File: src/pkg/fpau_pkg.sv
// Purpose: constants for the fixed-point abs/add slice
// Assumes: 32-bit instruction word, bit 0 is the most significant bit
// Notes: bit numbers below are verilog indices (31 - printed position)
package fpau_pkg;
   localparam int DATA_W = 32;
   localparam int REG_AW = 5;
   localparam logic [5:0] PRIMARY_OP = 6'h1f;
   localparam logic [8:0] EXT_ABS = 9'h168;
   localparam logic [8:0] EXT_ADD = 9'h10a;
   // field positions, verilog numbering
   localparam int PRI_HI = 31;
   localparam int PRI_LO = 26;
   localparam int DST_HI = 25;
   localparam int DST_LO = 21;
   localparam int SRC1_HI = 20;
   localparam int SRC1_LO = 16;
   localparam int SRC2_HI = 15;
   localparam int SRC2_LO = 11;
   localparam int OE_POS = 10;
   localparam int EXT_HI = 9;
   localparam int EXT_LO = 1;
   localparam int REC_POS = 0;
   localparam logic [31:0] MOST_NEG = 32'h8000_0000;
   localparam logic [3:0] CR0_RESET = 4'h0;
   localparam logic OLD_ARCH_DEFAULT = 1'b1;
endpackage

File: src/design/fpau_decode.sv
// Purpose: split an instruction word into fields and classify it
// Assumes: word is stable while issue is high
// Notes: purely combinational
`timescale 1ns/1ps
module fpau_decode (
   // instruction in
   input wire logic [31:0] instr,
   input wire logic old_arch,
   // decoded fields
   output logic [4:0] dest_register_field,
   output logic [4:0] first_source_field,
   output logic [4:0] second_source_field,
   output logic oe_bit,
   output logic record_bit,
   output logic is_abs,
   output logic is_add
);
   logic pri_ok;
   logic [8:0] ext;
   always_comb begin
      pri_ok = instr[fpau_pkg::PRI_HI:fpau_pkg::PRI_LO] == fpau_pkg::PRIMARY_OP;
      ext = instr[fpau_pkg::EXT_HI:fpau_pkg::EXT_LO];
      dest_register_field = instr[fpau_pkg::DST_HI:fpau_pkg::DST_LO];
      first_source_field = instr[fpau_pkg::SRC1_HI:fpau_pkg::SRC1_LO];
      second_source_field = instr[fpau_pkg::SRC2_HI:fpau_pkg::SRC2_LO];
      oe_bit = instr[fpau_pkg::OE_POS];
      record_bit = instr[fpau_pkg::REC_POS];
      // abs exists only on the older variant
      is_abs = pri_ok && ext == fpau_pkg::EXT_ABS && old_arch;
      // both add spellings share one encoding
      is_add = pri_ok && ext == fpau_pkg::EXT_ADD;
   end
endmodule

File: src/design/fpau_arith.sv
// Purpose: abs and add result with signed-overflow detect
// Assumes: operands already read from the register file
// Notes: combinational; no carry output by design
`timescale 1ns/1ps
module fpau_arith #(
   parameter int W = 32
) (
   // operands
   input wire logic [W-1:0] opa,
   input wire logic [W-1:0] opb,
   input wire logic sel_abs,
   // result
   output logic [W-1:0] result,
   output logic ovf
);
   logic [W-1:0] sum;
   logic [W-1:0] neg;
   always_comb begin
      sum = opa + opb;
      neg = ~opa + {{(W-1){1'b0}}, 1'b1};
      if (sel_abs) begin
         // most negative negates to itself
         result = opa[W-1] ? neg : opa;
         ovf = opa == {1'b1, {(W-1){1'b0}}};
      end else begin
         result = sum;
         ovf = (opa[W-1] == opb[W-1]) && (sum[W-1] != opa[W-1]);
      end
   end
endmodule

File: src/design/fpau_top.sv
// Purpose: fixed-point abs / add execution slice
// Assumes: register file outside, read combinationally via address ports
// Notes: one instruction per issue pulse, result one cycle later
// =====================================================================
//
// Our own choices: the address map and the address-and-strobe port.
`timescale 1ns/1ps
module fpau_top (
   // clock and reset
   input wire logic clk_sys,
   input wire logic rst_n,
   // issue
   input wire logic issue,
   input wire logic [31:0] instr,
   input wire logic old_arch,
   // register file read
   output logic [4:0] rd_addr_a,
   output logic [4:0] rd_addr_b,
   input wire logic [31:0] rd_data_a,
   input wire logic [31:0] rd_data_b,
   // register file write
   output logic wr_en_q,
   output logic [4:0] wr_addr_q,
   output logic [31:0] wr_data_q,
   // status
   output logic illegal_q,
   output logic unsigned_wrap_bit_q,
   output logic signed_wrap_flag_q,
   output logic summary_q,
   output logic [3:0] cr0_q,
   output logic irq_q,
   // carry preload and interrupt control
   input wire logic ca_load,
   input wire logic ca_value,
   input wire logic [1:0] irq_mask,
   input wire logic status_rd
);
   logic [4:0] dst;
   logic oe;
   logic rec;
   logic is_abs;
   logic is_add;
   logic [31:0] res;
   logic ovf;
   logic valid;
   logic so_next;
   logic [1:0] evt_q;
   logic [1:0] evt_new;

   // =====================================================================
   // decode and datapath
   fpau_decode u_dec (
      .instr(instr),
      .old_arch(old_arch),
      .dest_register_field(dst),
      .first_source_field(rd_addr_a),
      .second_source_field(rd_addr_b),
      .oe_bit(oe),
      .record_bit(rec),
      .is_abs(is_abs),
      .is_add(is_add)
   );

   fpau_arith #(.W(fpau_pkg::DATA_W)) u_alu (
      .opa(rd_data_a),
      .opb(rd_data_b),
      .sel_abs(is_abs),
      .result(res),
      .ovf(ovf)
   );

   always_comb begin
      valid = issue && (is_abs || is_add);
      so_next = summary_q | (oe & ovf);
   end

   // =====================================================================
   // result write-back
   always_ff @(posedge clk_sys) begin
      if (!rst_n) begin
         wr_en_q <= 1'b0;
         wr_addr_q <= 5'h00;
         wr_data_q <= 32'h0000_0000;
      end else begin
         wr_en_q <= valid;
         if (valid) begin
            wr_addr_q <= dst;
            wr_data_q <= res;
         end
      end
   end

   always_ff @(posedge clk_sys) begin
      if (!rst_n) begin
         illegal_q <= 1'b0;
      end else begin
         // abs on the newer variant lands here
         illegal_q <= issue && !valid;
      end
   end

   // =====================================================================
   // exception register
   always_ff @(posedge clk_sys) begin
      if (!rst_n) begin
         unsigned_wrap_bit_q <= 1'b0;
      end else if (ca_load) begin
         // neither operation writes carry; only software preload
         unsigned_wrap_bit_q <= ca_value;
      end
   end

   always_ff @(posedge clk_sys) begin
      if (!rst_n) begin
         signed_wrap_flag_q <= 1'b0;
         summary_q <= 1'b0;
      end else if (valid && oe) begin
         signed_wrap_flag_q <= ovf;
         summary_q <= so_next;
      end
   end

   // =====================================================================
   // condition field 0: negative, positive, zero, summary
   always_ff @(posedge clk_sys) begin
      if (!rst_n) begin
         cr0_q <= fpau_pkg::CR0_RESET;
      end else if (valid && rec) begin
         cr0_q <= {res[31], !res[31] && res != 32'h0000_0000,
                   res == 32'h0000_0000, so_next};
      end
   end

   // =====================================================================
   // interrupts: bit0 overflow, bit1 illegal; read clears, set wins
   always_comb begin
      evt_new = {issue && !valid, valid && oe && ovf};
   end

   always_ff @(posedge clk_sys) begin
      if (!rst_n) begin
         evt_q <= 2'h0;
      end else if (status_rd) begin
         evt_q <= evt_new;
      end else begin
         evt_q <= evt_q | evt_new;
      end
   end

   always_ff @(posedge clk_sys) begin
      if (!rst_n) begin
         irq_q <= 1'b0;
      end else begin
         irq_q <= |((status_rd ? evt_new : (evt_q | evt_new)) & irq_mask);
      end
   end
endmodule

File: config.mk
export PLATFORM = sky130hd
export DESIGN_NAME = fpau_top
export DESIGN_NICKNAME = d
export VERILOG_FILES = /design/src/pkg/fpau_pkg.sv /design/src/design/fpau_decode.sv /design/src/design/fpau_arith.sv /design/src/design/fpau_top.sv
export SDC_FILE = /design/constraint.sdc
export NUM_CORES = 1
export LEC_CHECK = 0
export BUFFER_PORTS_ARGS = -buffer_cell sky130_fd_sc_hd__buf_2
export CORE_MARGIN = 3
export CORE_UTILIZATION = 29
export DETAILED_ROUTE_END_ITERATION = 7
export PLACE_DENSITY_LB_ADDON = 0.1
export SYNTH_ARGS = -nofsm -noshare
export SYNTH_HDL_FRONTEND = slang
export SYNTH_SLANG_ARGS = --single-unit
File: constraint.sdc
create_clock -name clk_sys -period 14.1 [get_ports clk_sys]
set_clock_uncertainty 0.2 [all_clocks]
set_input_delay 2.82 -clock clk_sys [delete_from_list [all_inputs] [get_ports clk_sys]]
set_output_delay 2.82 -clock clk_sys [all_outputs]
set_load 0.01 [all_outputs]
# Yosys cells after proc, flatten, opt, wreduce, memory -nomap -nowiden
# Index checks and enable logic that the tools add are counted.
# totals
regBits,49
wordCells,43
in_bits,105
# classes
bitwise,5
reduce_logical,16
addsub,2
muxes,4
n_eq_ne,6
# op_table
cell,count
2-to-1 mux 32 bit,2
"adder 32 x 1 -> 32 bit, second input constant",1
adder 32 bit,1
"equality test 32 bit, second input constant",1
zero test 32 bit,1
NOT 32 bit,1
nonzero test 32 bit,1
"equality test 9 bit, second input constant",2
logical AND 1 bit,10
"equality test 6 x 5 -> 1 bit, second input constant",1
bitwise AND 2 bit,1
zero test 1 bit,2
2-to-1 mux 2 bit,1
bitwise OR 2 bit,1
OR reduction 2 bit,1
bitwise AND 1 bit,1
equality test 1 bit,1
logical OR 1 bit,1
2-to-1 mux 1 bit,1
!= test 1 bit,1
bitwise OR 1 bit,1

# Longest topological paths before layout
# Gate-level depths: netlist (run 1).
# logic_depth
word_depth,11
depth_mapped,13
mapped_depth_nobuf,13

# Modules after synthesis
# From an unflattened synthesis (run 1), not the netlist that was laid out.
# hier_totals
hier_cells,654
hier_area_um2,4757.1
# modules_own_cells
module,area_per_inst_um2,instances,seq_area_each_um2,cells_each
fpau_arith,2763.9,1,0.0,416
fpau_top,1798.0,1,980.9,214
fpau_decode,195.2,1,0.0,24

# Worst setup path before layout (run 1)
# Ideal clock, no wire load.
# synth_timing
path_kind,input to register
startpoint,in rd_data_a[1]
endpoint,reg cr0_q[1]
n_path_buf,1
t_arrival_ns,6.197
path_slack_ns,7.618
required_ns,13.816
setup_time_ns,0.084
cell_stages,13
cell_sequence,inv_1 > ha_1 > or4b_4 > or4b_4 > buf_6 > or4b_4 > o41ai_4 > nand2_1 > o221ai_1 > nor2_1 > or4_1 > or4_1 > o31ai_2
# synth_via
elab_chain_cells,5
# synth_lines
item,line,rtl
start: declaration,fpau_top.sv:19,"input wire logic [31:0] rd_data_a,"
NOT 32 bit,fpau_arith.sv:20,"neg = ~opa + {{(W-1){1'b0}}, 1'b1};"
adder 32 x 1 -> 32 bit,fpau_arith.sv:20,
2-to-1 mux 32 bit,fpau_arith.sv:23,result = opa[W-1] ? neg : opa;
2-to-1 mux 32 bit *,fpau_arith.sv:21,if (sel_abs) begin
zero test 32 bit *,fpau_top.sv:130,"res == 32'h0000_0000, so_next};"
end signal: assignment,fpau_top.sv:127,cr0_q <= fpau_pkg::CR0_RESET;
end signal: assignment,fpau_top.sv:129,"cr0_q <= {res[31], !res[31] && res != 32'h0000_0000,"
end: declaration,fpau_top.sv:30,"output logic [3:0] cr0_q,"
# Mark *: on every way between the ends. The rest lies on a longest branch, timed or not.
# A chain may end at the register's enable or synchronous reset.

# Final worst setup path (run 1)
# Same ends and word-level chain as after synthesis.

==> results_tabular.tex, run 1 <==
\begin{tabular}{lr}
\hline
Metric & Value \\
\hline
\multicolumn{2}{l}{\textbf{Critical path}} \\
Launching element type of the critical path & input pin \\
Worst-path fanout max & 6 \\
Arrival time of data at the critical path endpoint & 6.63 ns \\
Data required time at the worst endpoint & 14.11 ns \\
Worst setup path category & input pin to register \\
Category of the worst setup path capture point & register \\
\multicolumn{2}{l}{\textbf{Timing}} \\
Minimum clock period after layout & 6.618 ns \\
Number of pins exceeding their max-slew limit in the final report & 0 \\
Setup violations, final & 0 \\
Final cycle utilization of the critical path & 0.4694 \\
Tightest hold margin & approximately 0.26 ns \\
Actual transition at the worst max-transition pin & about 1.1 ns \\
Total negative setup slack & 0 ns \\
Final hold violations & 0 \\
Slew Limit Headroom & 0.2884 \\
Achievable frequency & roughly 150 MHz \\
Setup repair after global routing missed its margin & false \\
\multicolumn{2}{l}{\textbf{Global routing}} \\
Vias in the first global route & approximately 5,300 \\
Initial antenna violation count & 1 \\
First-pass GRT wire length & about 28,000 um \\
Largest net degree at the start of global routing & 49 \\
Remaining Overflow, GRT & 0 \\
Combined global-route utilization of all metal layers & 0.1896 \\
\multicolumn{2}{l}{\textbf{Floorplanning}} \\
Die X-Extent & approximately 140 um \\
Die height & approximately 140 um \\
Total Die Area & between 15,000 and 20,000 um2 \\
Placeable Area & between 15,000 and 20,000 um2 \\
Number of rows created at floorplan & 47 \\
Top-Level Pins & 162 \\
Starting density of the core & 0.2984 \\
\multicolumn{2}{l}{\textbf{Synthesis}} \\
Distinct cell type count after synthesis & 58 \\
Leading post-synthesis cells by cell area & dfxtp\_1, ha\_1, nand2\_1 \\
Flops \& latches, synth & approximately 50 \\
Total of warnings raised by yosys & 0 \\
Net Count, Synth & 825 \\
Area share of the largest cell type after synthesis & 0.1961 \\
Cell taking the most area after synthesis & dfxtp\_1 \\
Post-synthesis instance area & around 5000 um2 \\
Share of synthesized area occupied by flip-flops and latches & 0.1961 \\
Most instantiated flip-flop cell in the synthesis netlist & dfxtp\_1 \\
Commonest cells post-synth & nand2\_1, nor2\_1, dfxtp\_1, o21ai\_0, a21oi\_1 \\
Ys async rst share & 0 \\
Number of instances in the synthesized netlist & about 700 \\
Mean cell area of the mapped netlist & between 7 and 8 um2 \\
Most frequent cell after synthesis & nand2\_1 \\
Count of flip-flops with a built-in enable after synthesis & 0 \\
\multicolumn{2}{l}{\textbf{Routing}} \\
Length of the first detailed-routing pass in iterations & 5 \\
DRC & 0 \\
Total wire length after detailed routing & about 18,000 um \\
Total number of vias & 5,438 \\
Average via count per standard cell & roughly 5.4 \\
Detail-routed net length per standard cell & between 15 and 20 um \\
Count of nets left with antenna violations after detail routing & 0 \\
Starting DRC count in detailed routing & 290 \\
\multicolumn{2}{l}{\textbf{Cells and area}} \\
Net count, final & slightly above 900 \\
Post-route cell area & roughly 6000 um2 \\
Ant. Diodes & 0 \\
Share of cells above drive strength 1 & 0.2165 \\
Signed area change from the synthesized netlist to the final layout & 19.64\% \\
Share of the core filled with cells & 0.3570 \\
\multicolumn{2}{l}{\textbf{Placement}} \\
HPWL Detailed & 15,070 um \\
Port Buffers & 141 \\
Routability-driven placement congestion ratio & approximately 0.97 \\
Area after detailed placement & $\sim$5800 um2 \\
\multicolumn{2}{l}{\textbf{Clock network}} \\
CTS tree & done \\
Clk Latency, worst-skew pair & between 0.2 and 0.3 ns \\
Number of buffers inserted during clock tree synthesis & 5 \\
Maximum level of the CTS H-tree & 2 \\
Worst-path clk slew & 0.07 ns \\
Number of resized instances in the post-cts repair step & 0 \\
Root Buffer & clkbuf\_16 \\
Cts-stage hold buffer count & 0 \\
Total setup buffers inserted after CTS & 0 \\
CTS Sinks & 49 \\
CTS max path bufs & 2 \\
\multicolumn{2}{l}{\textbf{Run status}} \\
Run status & finished clean \\
\multicolumn{2}{l}{\textbf{Worst hold path}} \\
Classification of the worst-slack hold path & register to register \\
\multicolumn{2}{l}{\textbf{Pwr}} \\
Worst ir drop on vdd & between 0.05 and 0.06 mV \\
Power, Total & 0.4559 mW \\
Areal power density over the cells & approximately 76 nW/um2 \\
Leakage power total & approximately 2.6 nW \\
\multicolumn{2}{l}{\textbf{Job}} \\
Max-cap check violation count & 0 \\
\hline
\end{tabular}
[state kept, by name (all words and copies together), names as in the netlist]
signal,flops
cr0_q,4
irq_q,1
wr_addr_q,5
wr_data_q,32
wr_en_q,1
illegal_q,1
unsigned_wrap_bit_q,1
evt_q,2
summary_q,1
signed_wrap_flag_q,1
[per-layer routing]
| layer | vias up | global-route usage | wire, um |
|---|---|---|---|
| met5 | - | 0 | 13 |
| met4 | 2 | 0.04712 | 326 |
| met3 | 26 | 0.02009 | 1066 |
| met2 | 181 | 0.3180 | 8553 |
| met1 | 2525 | 0.2604 | 8500 |
| li1 | 2704 | - | - |
[logic make-up (layout without fill, tap and decap cells)]
family	count (synthesis)	after routing	synth area share
AO/OA/AOI/OAI	216	216	0.2952
adder cells (fa/ha/maj)	33	33	0.08406
AND/OR/NAND/NOR	270	270	0.2679
buffers and inverters	63	166	0.05779
flip-flops	49	49	0.1961
multiplexers	3	3	0.006005
XOR/XNOR	53	53	0.09282
[layout make-up]
class,instances,area (um2)
fillers,1852,10780
multi-input cells,575,3745
flip-flops and latches,49,980.9
repair buffers,146,743.2
well taps,220,275.3
clock buffers,5,125.1
clock inverters,3,68.82
inverters,12,45.04
[path summary, 6_finish.rpt]
kind                             start                         to  cells past startpoint  slack, ns
min reg2reg  wr_addr_q[0]$_SDFFE_PN0P_  wr_addr_q[0]$_SDFFE_PN0P_                      2       0.26
max reg2reg        evt_q[0]$_SDFF_PN0_           irq_q$_SDFF_PN0_                      3      13.02
min          wr_addr_q[0]$_SDFFE_PN0P_  wr_addr_q[0]$_SDFFE_PN0P_                      2       0.26
max                       rd_data_a[1]      cr0_q[1]$_SDFFE_PN0P_                     13       7.48
[worst max-delay path, cell delays in order]
cell,delay [ns]
buf_2,0.12
inv_1,0.12
ha_1,0.25
or4b_4,0.50
or4b_4,0.58
or4b_4,0.59
o41ai_4,0.25
nand2_1,0.08
o221ai_1,0.12
nor2_1,0.11
or4_1,0.44
or4_1,0.44
o31ai_2,0.21
[metrics by stage]
step,setup WS [ns],std cells
after global routing,7.262,1010
final,7.482,1010
after detailed placement,7.167,1002
after global placement,7.241,1002
after CTS,7.470,1010
after floorplan,7.618,687
[where the power goes]
part / leakage [nW] / switching [mW] / internal (mW)
logic: 2.13 / 0.0985 / 0.0624
clock network: 0.0944 / 0.0536 / 0.102
registers: 0.395 / 0.000180 / 0.139
total: 2.62 / 0.152 / 0.304
[cells in the final DEF (no fill, tap or decap), types with 4 or more instances in the layout]
| cell type | Yosys | final |
|---|---|---|
| a31oi_1 | 9 | 9 |
| a211o_1 | 4 | 4 |
| o21ai_0 | 48 | 48 |
| o21a_1 | 11 | 11 |
| ha_1 | 32 | 32 |
| nand4_1 | 10 | 10 |
| o31ai_1 | 14 | 14 |
| nand3_1 | 20 | 20 |
| o31a_1 | 4 | 4 |
| o211a_1 | 13 | 13 |
| o41ai_1 | 9 | 9 |
| nor2b_1 | 9 | 9 |
| a211oi_1 | 8 | 8 |
| or4_1 | 10 | 10 |
| or3_1 | 6 | 6 |
| o211ai_1 | 8 | 8 |
| nor3_1 | 11 | 10 |
| and3_1 | 7 | 7 |
| dfxtp_1 | 49 | 49 |
| nand2_1 | 101 | 101 |
| buf_4 | 10 | 5 |
| xor2_1 | 30 | 30 |
| or2_2 | 4 | 4 |
| nand2b_1 | 5 | 5 |
| and2_1 | 12 | 12 |
| a21o_1 | 7 | 7 |
| xnor2_1 | 23 | 23 |
| clkbuf_16 | 0 | 5 |
| a21boi_0 | 19 | 19 |
| buf_2 | 0 | 141 |
| nor2_1 | 55 | 54 |
| a21oi_1 | 45 | 45 |
| inv_1 | 12 | 12 |
Power figures use the tool's default switching activity.
==> run 2: changes to the inputs <==
--- a/config.mk
+++ b/config.mk
@@ -5,6 +5,7 @@
 export SDC_FILE = /design/constraint.sdc
 export NUM_CORES = 1
 export LEC_CHECK = 0
+export ABC_AREA = 1
 export BUFFER_PORTS_ARGS = -buffer_cell sky130_fd_sc_hd__buf_2
 export CORE_MARGIN = 3
 export CORE_UTILIZATION = 29
==> constraint.sdc (replaced) <==
create_clock -name clk_sys -period 6.3 [get_ports clk_sys]
set_clock_uncertainty 0.2 [all_clocks]
set_input_delay 1.26 -clock clk_sys [delete_from_list [all_inputs] [get_ports clk_sys]]
set_output_delay 1.26 -clock clk_sys [all_outputs]
set_load 0.01 [all_outputs]
==> run 2 against run 1 <==
  * Total power is 120% higher
  * Synthesized cell count up 66%
  * Count of clock-buffer cells in the layout increased by 1
  * Sequential share of layout area decreased by 2.7 points
  * Final area is 20% higher
  * Critical path depth grew 1
  * Via count grew 33%
  * Critical path type unchanged
==> results_tabular.tex, run 2 <==
\begin{tabular}{lr}
\hline
Metric & Value \\
\hline
\multicolumn{2}{l}{\textbf{Run status}} \\
Run status & finished clean \\
\multicolumn{2}{l}{\textbf{Pwr}} \\
Worst ir drop on vdd & 0.08861 mV (+65\%) \\
Leakage power total & 4.195 nW (+60\%) \\
Areal power density over the cells & 137.6 nW/um2 (+81\%) \\
\multicolumn{2}{l}{\textbf{Cells and area}} \\
Post-route cell area & 7178 um2 (+20\%) \\
Share of cells above drive strength 1 & 0.1713 (-0.04516) \\
Flip-flop count of the largest register, all copies and words added & 32 (unchanged) \\
Signed area change from the synthesized netlist to the final layout & 16.37\% \\
Ant. Diodes & 0 (unchanged) \\
Share of the core filled with cells & 0.3491 (-0.007863) \\
Register name with the most flops & wr\_data\_q \\
Largest registers ranked by flip-flop count & wr\_data\_q x32, wr\_addr\_q x5, cr0\_q x4 \\
Most common cell after layout, fill and taps aside & nand2\_1 \\
Most used cells in the layout excluding fill and tap cells & nand2\_1, inv\_1, nor2\_1 \\
Net count, final & 1,398 (+51\%) \\
\multicolumn{2}{l}{\textbf{Timing}} \\
Total negative setup slack & 0 ns (unchanged) \\
Setup repair after global routing missed its margin & false \\
Slew Limit Headroom & 0.2466 (-0.04183) \\
Number of pins exceeding their max-slew limit in the final report & 0 (unchanged) \\
Minimum clock period after layout & slightly above 4 ns \\
Setup violations, final & 0 (unchanged) \\
Final cycle utilization of the critical path & 0.6418 \\
Final hold violations & 0 (unchanged) \\
Achievable frequency & approximately 250 MHz \\
Tightest hold margin & 0.2756 ns (+0.01436 ns) \\
Actual transition at the worst max-transition pin & 1.129 ns (+0.06150 ns) \\
Worst setup slack after layout & 2.256 ns (-5.226 ns) \\
\multicolumn{2}{l}{\textbf{Worst hold path}} \\
Endpoint of the worst hold path & evt\_q[0]\$\_SDFF\_PN0\_ \\
Hold Path Cell Cnt & 2 (unchanged) \\
Hold wc startpoint & evt\_q[0]\$\_SDFF\_PN0\_ \\
Classification of the worst-slack hold path & register to register \\
\multicolumn{2}{l}{\textbf{Placement}} \\
Area after detailed placement & 7039 um2 (+22\%) \\
Port Buffers & 141 (unchanged) \\
Worst slack after detailed placement & 1.995 ns (-5.172 ns) \\
HPWL Detailed & 19,860 um (+32\%) \\
Routability-driven placement congestion ratio & 0.8759 (-9.3\%) \\
\multicolumn{2}{l}{\textbf{Critical path}} \\
Worst flop-to-flop path startpoint & evt\_q[1]\$\_SDFF\_PN0\_ \\
Depth of the most critical reg-to-reg path & 3 (unchanged) \\
Worst-path fanout max & 40 (+34) \\
Data required time at the worst endpoint & 6.34 ns (-7.77 ns) \\
Ordered cell list for the critical path & buf\_2 -> inv\_2 -> nand2\_2 -> nor3b\_4 -> nand2\_4 -> nand2\_1 -> nand2\_1 -> buf\_4 -> inv\_1 -> buf\_4 -> nor2\_1 -> nor2\_1 -> o21ai\_0 -> inv\_1 \\
Maximum cell stage delay along the critical path & 0.85 ns (+0.26 ns) \\
Kind of cell with the highest combined delay on the critical path & buffers and inverters \\
Arrival time of data at the critical path endpoint & 4.08 ns (-2.55 ns) \\
Levels on crit path & 14 (+1) \\
Slowest library cell on the worst path & inv\_1 \\
Category of the worst setup path capture point & register \\
Launching element type of the critical path & input pin \\
Internal reg-to-reg setup slack & 5.30 ns (-7.72 ns) \\
Worst setup path category & input pin to register \\
Terminus of the critical flop-to-flop path & irq\_q\$\_SDFF\_PN0\_ \\
Worst path buffer plus inverter count & 6 (+4) \\
\multicolumn{2}{l}{\textbf{Synthesis}} \\
Flops \& latches, synth & 49 (unchanged) \\
Distinct cell type count after synthesis & 47 (-19\%) \\
Number of instances in the synthesized netlist & 1,141 (+66\%) \\
Total of warnings raised by yosys & 0 (unchanged) \\
Cell taking the most area after synthesis & nand2\_1 \\
Ys async rst share & 0 (unchanged) \\
Share of synthesized area occupied by flip-flops and latches & 0.1590 (-0.03712) \\
Leading post-synthesis cells by cell area & nand2\_1, dfxtp\_1, inv\_1 \\
Mean cell area of the mapped netlist & 5.406 um2 (-26\%) \\
Most frequent cell after synthesis & nand2\_1 \\
Post-synthesis instance area & 6168 um2 (+23\%) \\
Area share of the largest cell type after synthesis & 0.2203 (+0.02414) \\
Commonest cells post-synth & nand2\_1, inv\_1, nor2\_1, nand3\_1, dfxtp\_1 \\
Count of flip-flops with a built-in enable after synthesis & 0 (unchanged) \\
Net Count, Synth & 1,279 (+55\%) \\
Most instantiated flip-flop cell in the synthesis netlist & dfxtp\_1 \\
\multicolumn{2}{l}{\textbf{Routing}} \\
Average via count per standard cell & 4.720 (-12\%) \\
Total wire length after detailed routing & 23,600 um (+28\%) \\
Length of the first detailed-routing pass in iterations & 5 (unchanged) \\
Detail-routed net length per standard cell & 15.42 um (-16\%) \\
Total number of vias & 7,227 (+33\%) \\
Starting DRC count in detailed routing & 457 (+58\%) \\
Count of nets left with antenna violations after detail routing & 0 (unchanged) \\
DRC & 0 (unchanged) \\
\multicolumn{2}{l}{\textbf{Global routing}} \\
Combined global-route utilization of all metal layers & 0.1956 (+0.005960) \\
Met1 GRT Util & 0.2690 (+0.008546) \\
Remaining Overflow, GRT & 0 (unchanged) \\
Vias in the first global route & 6,702 (+27\%) \\
Largest net degree at the start of global routing & 41 (-16\%) \\
Layer carrying the most global-route usage & met2 \\
Met3 Resource Use GR & 0.03015 (+0.01006) \\
Initial antenna violation count & 0 (-1) \\
First-pass GRT wire length & 36,710 um (+31\%) \\
GR Layer Usage met2 & 0.3304 (+0.01246) \\
\multicolumn{2}{l}{\textbf{Clock network}} \\
Root Buffer & clkbuf\_16 \\
CTS tree & done \\
Number of buffers inserted during clock tree synthesis & 5 (unchanged) \\
Total setup buffers inserted after CTS & 0 (unchanged) \\
Clk Latency, worst-skew pair & 0.29 ns (about the same) \\
CTS max path bufs & 2 (unchanged) \\
Maximum level of the CTS H-tree & 2 (unchanged) \\
Worst-path clk slew & 0.07 ns (about the same) \\
CTS Sinks & 49 (unchanged) \\
Number of resized instances in the post-cts repair step & 0 (unchanged) \\
Cts-stage hold buffer count & 0 (unchanged) \\
\multicolumn{2}{l}{\textbf{Floorplanning}} \\
Die height & 151.8 um (+11\%) \\
Placeable Area & 20,560 um2 (+23\%) \\
Starting density of the core & 0.3000 (+0.001629) \\
Total Die Area & 23,060 um2 (+22\%) \\
Die X-Extent & 151.8 um (+11\%) \\
Number of rows created at floorplan & 52 (+11\%) \\
Top-Level Pins & 162 (unchanged) \\
\multicolumn{2}{l}{\textbf{Job}} \\
Max-cap check violation count & 0 (unchanged) \\
\hline
\end{tabular}
-- run 2: changes by cell type in the layout (fill, tap and decap cells not counted), sizes merged, moves of 12 or more --
cell	delta
nand2	+274
inv	+186
nor2	+120
nand3	+96
xor2	-25
xnor2	-22
a21boi	-19
o31ai	-15
o211a	-13
a21oi	-12
-- run 2: worst max-delay path by stage --
| stage | startpoint | to | slack [ns] |
|---|---|---|---|
| floorplan | rd_data_a[0] | cr0_q[2]$_SDFFE_PN0P_ | 2.92 |
| global placement | instr[8] | wr_data_q[21]$_SDFFE_PN0P_ | 1.97 |
| detailed placement | instr[8] | wr_data_q[21]$_SDFFE_PN0P_ | 1.99 |
| CTS | instr[8] | wr_data_q[21]$_SDFFE_PN0P_ | 2.29 |
| global route | instr[31] | wr_data_q[25]$_SDFFE_PN0P_ | 2.00 |
| finish | instr[8] | wr_data_q[28]$_SDFFE_PN0P_ | 2.26 |
-- run 2: through the flow --
step | power (mW) | std cells
final | 0.9876 | 1531
after global routing | 1.064 | 1531
after CTS | 0.9939 | 1531
after detailed placement | 0.7320 | 1523
after global placement | 0.7334 | 1523
after floorplan | 0.5918 | 1141
-- run 2: worst register-to-register path, delay by kind of cell, from the launching register on --
kind / cells / cell delay (ns)
DFF: 1 / 0.31
AOI/OAI and AO/OA: 2 / 0.33
and+or+nand+nor: 1 / 0.06
-- run 2: where the power goes --
part / switching, mW / internal, mW / total (mW) / leakage, nW
sequential: 0.000416 / 0.311 / 0.312 / 0.395
combinational: 0.281 / 0.132 / 0.413 / 3.73
clock: 0.117 / 0.146 / 0.263 / 0.0706
-- run 2: cells by family after synthesis --
group / synth area share
flip-flops: 0.1590
AO/OA/AOI/OAI: 0.09574
XOR/XNOR: 0.008519
buffers and inverters: 0.1550
adder cells (fa/ha/maj): 0.06815
AND/OR/NAND/NOR: 0.5136
-- run 2: cell type report --
type,instances,area (um2)
Fill cell,2452,13380
Multi-Input combinational cell,858,4232
Sequential cell,49,980.9
Inverter,203,768.2
Timing Repair Buffer,143,720.7
Tap cell,270,337.8
Clock buffer,6,128.9
Clock inverter,2,10.01
-- run 2: per-layer routing --
layer	routed length, um	share of wire	vias up
met5	0	0	-
met4	343	0.015	0
met3	1109	0.047	21
met2	10830	0.46	197
met1	11320	0.48	3199
li1	-	-	3810
==> run 3: changes to the inputs <==
==> constraint.sdc (replaced) <==
create_clock -name clk_sys -period 3.4 [get_ports clk_sys]
set_clock_uncertainty 0.2 [all_clocks]
set_input_delay 0.68 -clock clk_sys [delete_from_list [all_inputs] [get_ports clk_sys]]
set_output_delay 0.68 -clock clk_sys [all_outputs]
set_load 0.01 [all_outputs]
==> run 3 against run 2 <==
  * Die area stayed put
  * Sequential share of layout area is 0.53 points lower
  * Final area up 4.1%
  * Utilization grew 1.4 points
  * Count of clock-buffer cells in the layout shrank 1
  * Non-clock buffer count is 36 higher
  * Combinational power increased by 96%
  * Global-route usage is 1.1 points higher
  * Worst setup slack lost 1.9 ns
  * Worst hold slack gained 0.0018 ns
  * Via count up 2.2%
  * Critical path depth increased by 6
  * Critical path type unchanged
  * Largest power group unchanged
==> results_tabular.tex, run 3 (same netlist as run 2, synthesis figures left out) <==
\begin{tabular}{lr}
\hline
Metric & Value \\
\hline
\multicolumn{2}{l}{\textbf{Cells and area}} \\
Share of cells above drive strength 1 & 0.1944 (+0.02315) \\
Net count, final & 1,434 (+2.6\%) \\
Most used cells in the layout excluding fill and tap cells & nand2\_1, inv\_1, nor2\_1 \\
Share of the core filled with cells & 0.3633 (+0.01418) \\
Most common cell after layout, fill and taps aside & nand2\_1 \\
Ant. Diodes & 0 (unchanged) \\
Post-route cell area & 7470 um2 (+4.1\%) \\
Fill cell count & 2,422 (-1.2\%) \\
Largest registers ranked by flip-flop count & wr\_data\_q x32, wr\_addr\_q x5, cr0\_q x4 \\
Register name with the most flops & wr\_data\_q \\
Signed area change from the synthesized netlist to the final layout & 21.10\% \\
Flip-flop count of the largest register, all copies and words added & 32 (unchanged) \\
\multicolumn{2}{l}{\textbf{Timing}} \\
Number of pins exceeding their max-slew limit in the final report & 0 (unchanged) \\
Final hold violations & 0 (unchanged) \\
Achievable frequency & between 300 and 400 MHz \\
Setup repair after global routing missed its margin & false \\
Setup violations, final & 0 (unchanged) \\
Total negative setup slack & 0 ns (unchanged) \\
Minimum clock period after layout & between 3 and 4 ns \\
Actual transition at the worst max-transition pin & 0.8051 ns (-0.3238 ns) \\
Slew Limit Headroom & 0.4627 (+0.2161) \\
Final cycle utilization of the critical path & 0.9053 \\
\multicolumn{2}{l}{\textbf{Routing}} \\
Detailed route wirelength on metal3 & 1304 um (+18\%) \\
Count of nets left with antenna violations after detail routing & 0 (unchanged) \\
Total wire length after detailed routing & 24,990 um (+5.9\%) \\
DRC & 0 (unchanged) \\
Average via count per standard cell & 4.716 (about the same) \\
Detailed-routing wirelength on met1 & 11,770 um (+4.0\%) \\
Starting DRC count in detailed routing & 577 (+26\%) \\
Length of the first detailed-routing pass in iterations & 5 (unchanged) \\
Wire length on met2 & 11,480 um (+6.0\%) \\
Detail-routed net length per standard cell & 15.96 um (+3.5\%) \\
Total number of vias & 7,385 (+2.2\%) \\
Top layer in use & met4 \\
\multicolumn{2}{l}{\textbf{Global routing}} \\
Remaining Overflow, GRT & 0 (unchanged) \\
Combined global-route utilization of all metal layers & 0.2069 (+0.01132) \\
Initial antenna violation count & 0 (unchanged) \\
Largest net degree at the start of global routing & 36 (-12\%) \\
First-pass GRT wire length & 38,600 um (+5.1\%) \\
Vias in the first global route & 7,049 (+5.2\%) \\
\multicolumn{2}{l}{\textbf{Critical path}} \\
Slowest library cell on the worst path & fa\_1 \\
Category of the worst setup path capture point & register \\
Most prevalent standard cell on the critical path & nand2\_1 \\
Worst setup path category & input pin to register \\
Depth of the most critical reg-to-reg path & 4 (+1) \\
Worst-path fanout max & 3 (-93\%) \\
Ordered cell list for the critical path & buf\_2 -> ha\_1 -> inv\_1 -> fa\_1 -> inv\_1 -> nand2\_1 -> nand2\_1 -> nand3\_1 -> nand2\_1 -> nand2\_1 -> nand3\_1 -> nand2\_1 -> nor2\_1 -> nand3\_1 -> nor2\_1 -> nand3\_1 -> nor2\_2 -> nand2\_2 -> nand2\_1 -> a21oi\_2 \\
Data required time at the worst endpoint & 3.34 ns (-3.00 ns) \\
Worst flop-to-flop path startpoint & wr\_data\_q[11]\$\_SDFFE\_PN0P\_ \\
Terminus of the critical flop-to-flop path & wr\_data\_q[11]\$\_SDFFE\_PN0P\_ \\
Launching element type of the critical path & input pin \\
Critical path startpoint & rd\_data\_a[0] \\
Arrival time of data at the critical path endpoint & 3.02 ns (-1.06 ns) \\
Internal reg-to-reg setup slack & 2.39 ns (-2.91 ns) \\
Maximum cell stage delay along the critical path & 0.40 ns (-0.45 ns) \\
\multicolumn{2}{l}{\textbf{Worst hold path}} \\
Hold Path Cell Cnt & 2 (unchanged) \\
Hold wc startpoint & evt\_q[0]\$\_SDFF\_PN0\_ \\
Classification of the worst-slack hold path & register to register \\
Endpoint of the worst hold path & evt\_q[0]\$\_SDFF\_PN0\_ \\
\multicolumn{2}{l}{\textbf{Pwr}} \\
Clock network power share & 0.285 (+0.019) \\
Reported net switching power & 0.7424 mW (+86\%) \\
Combinational share of power & 0.417 (-0.002) \\
Internal power contribution & 1.199 mW (+100\%) \\
Worst ir drop on vdd & 0.1348 mV (+52\%) \\
Areal power density over the cells & 259.9 nW/um2 (+89\%) \\
Sequential cell fraction of total power & 0.297 (-0.018) \\
Switch share & 0.3824 (-0.02100) \\
Leakage power total & 4.380 nW (+4.4\%) \\
\multicolumn{2}{l}{\textbf{Clock network}} \\
CTS max path bufs & 2 (unchanged) \\
Root Buffer & clkbuf\_16 \\
Cts-stage hold buffer count & 0 (unchanged) \\
Total setup buffers inserted after CTS & 0 (unchanged) \\
CTS Sinks & 49 (unchanged) \\
Worst-path clk slew & 0.06 ns (about the same) \\
Number of resized instances in the post-cts repair step & 0 (unchanged) \\
CTS tree & done \\
Clk Latency, worst-skew pair & 0.29 ns (about the same) \\
Number of buffers inserted during clock tree synthesis & 5 (unchanged) \\
Maximum level of the CTS H-tree & 2 (unchanged) \\
\multicolumn{2}{l}{\textbf{Placement}} \\
Area after detailed placement & 7310 um2 (+3.8\%) \\
Routability-driven placement congestion ratio & 0.8909 (+1.7\%) \\
Port Buffers & 141 (unchanged) \\
HPWL Detailed & 21,260 um (+7.0\%) \\
\multicolumn{2}{l}{\textbf{Floorplanning}} \\
Starting density of the core & 0.3000 (unchanged) \\
Die X-Extent & 151.8 um (unchanged) \\
Top-Level Pins & 162 (unchanged) \\
Die height & 151.8 um (unchanged) \\
Total Die Area & 23,060 um2 (unchanged) \\
Number of rows created at floorplan & 52 (unchanged) \\
Placeable Area & 20,560 um2 (unchanged) \\
\multicolumn{2}{l}{\textbf{Job}} \\
Max-cap check violation count & 0 (unchanged) \\
\multicolumn{2}{l}{\textbf{Run status}} \\
Run status & finished clean \\
\hline
\end{tabular}
-- run 3: power groups by stage --
stage | combinational [mW] | sequential, mW | clock [mW]
finish | 0.810 | 0.577 | 0.554
global route | 0.913 | 0.577 | 0.595
global placement | 0.810 | 0.590 | 0
detailed placement | 0.807 | 0.590 | 0
CTS | 0.811 | 0.577 | 0.568
floorplan | 0.505 | 0.591 | 0
-- run 3: final cells by class --
class,instances,area (um2),share of cell area
Clock buffer,5,125.1,0.01675
Clock inverter,2,35.03,0.004690
Inverter,203,768.2,0.1028
Multi-Input combinational cell,858,4232,0.5665
Sequential cell,49,980.9,0.1313
Tap cell,270,337.8,0.04523
Timing Repair Buffer,179,991.0,0.1327
-- run 3: layer usage --
| metal | GRT usage | up-vias |
|---|---|---|
| li1 | - | 3872 |
| met1 | 0.2873 | 3273 |
| met2 | 0.3529 | 212 |
| met3 | 0.02076 | 28 |
| met4 | 0.03639 | 0 |
| met5 | 0 | - |
-- run 3: how the worst max path moves through the flow --
stage | slack (ns) | endpoint
3_5_place_dp | 0.05 | cr0_q[2]$_SDFFE_PN0P_
2_1_floorplan | 0.60 | cr0_q[2]$_SDFFE_PN0P_
6_report | 0.32 | cr0_q[2]$_SDFFE_PN0P_
4_1_cts | 0.34 | cr0_q[2]$_SDFFE_PN0P_
3_3_place_gp | 0.05 | cr0_q[2]$_SDFFE_PN0P_
5_1_grt | 0.09 | cr0_q[2]$_SDFFE_PN0P_
-- run 3: stage by stage --
step / power [mW] / hold slack (ns) / setup slack (ns) / instances
after detailed placement: 1.397 / 0.2661 / 0.04510 / 1559
final: 1.942 / 0.2774 / 0.3221 / 1566
after global routing: 2.085 / 0.2891 / 0.09486 / 1566
after floorplan: 1.097 / 0.2429 / 0.6002 / 1141
after global placement: 1.401 / 0.2644 / 0.05353 / 1559
after CTS: 1.956 / 0.2753 / 0.3404 / 1566
-- run 3: critical path, delay by kind of cell --
family                     cells  cell delay [ns]
adders and majority gates      2             0.67
buffers and inverters          3             0.27
AOI/OAI and AO/OA              1             0.05
and+or+nand+nor               14             1.34
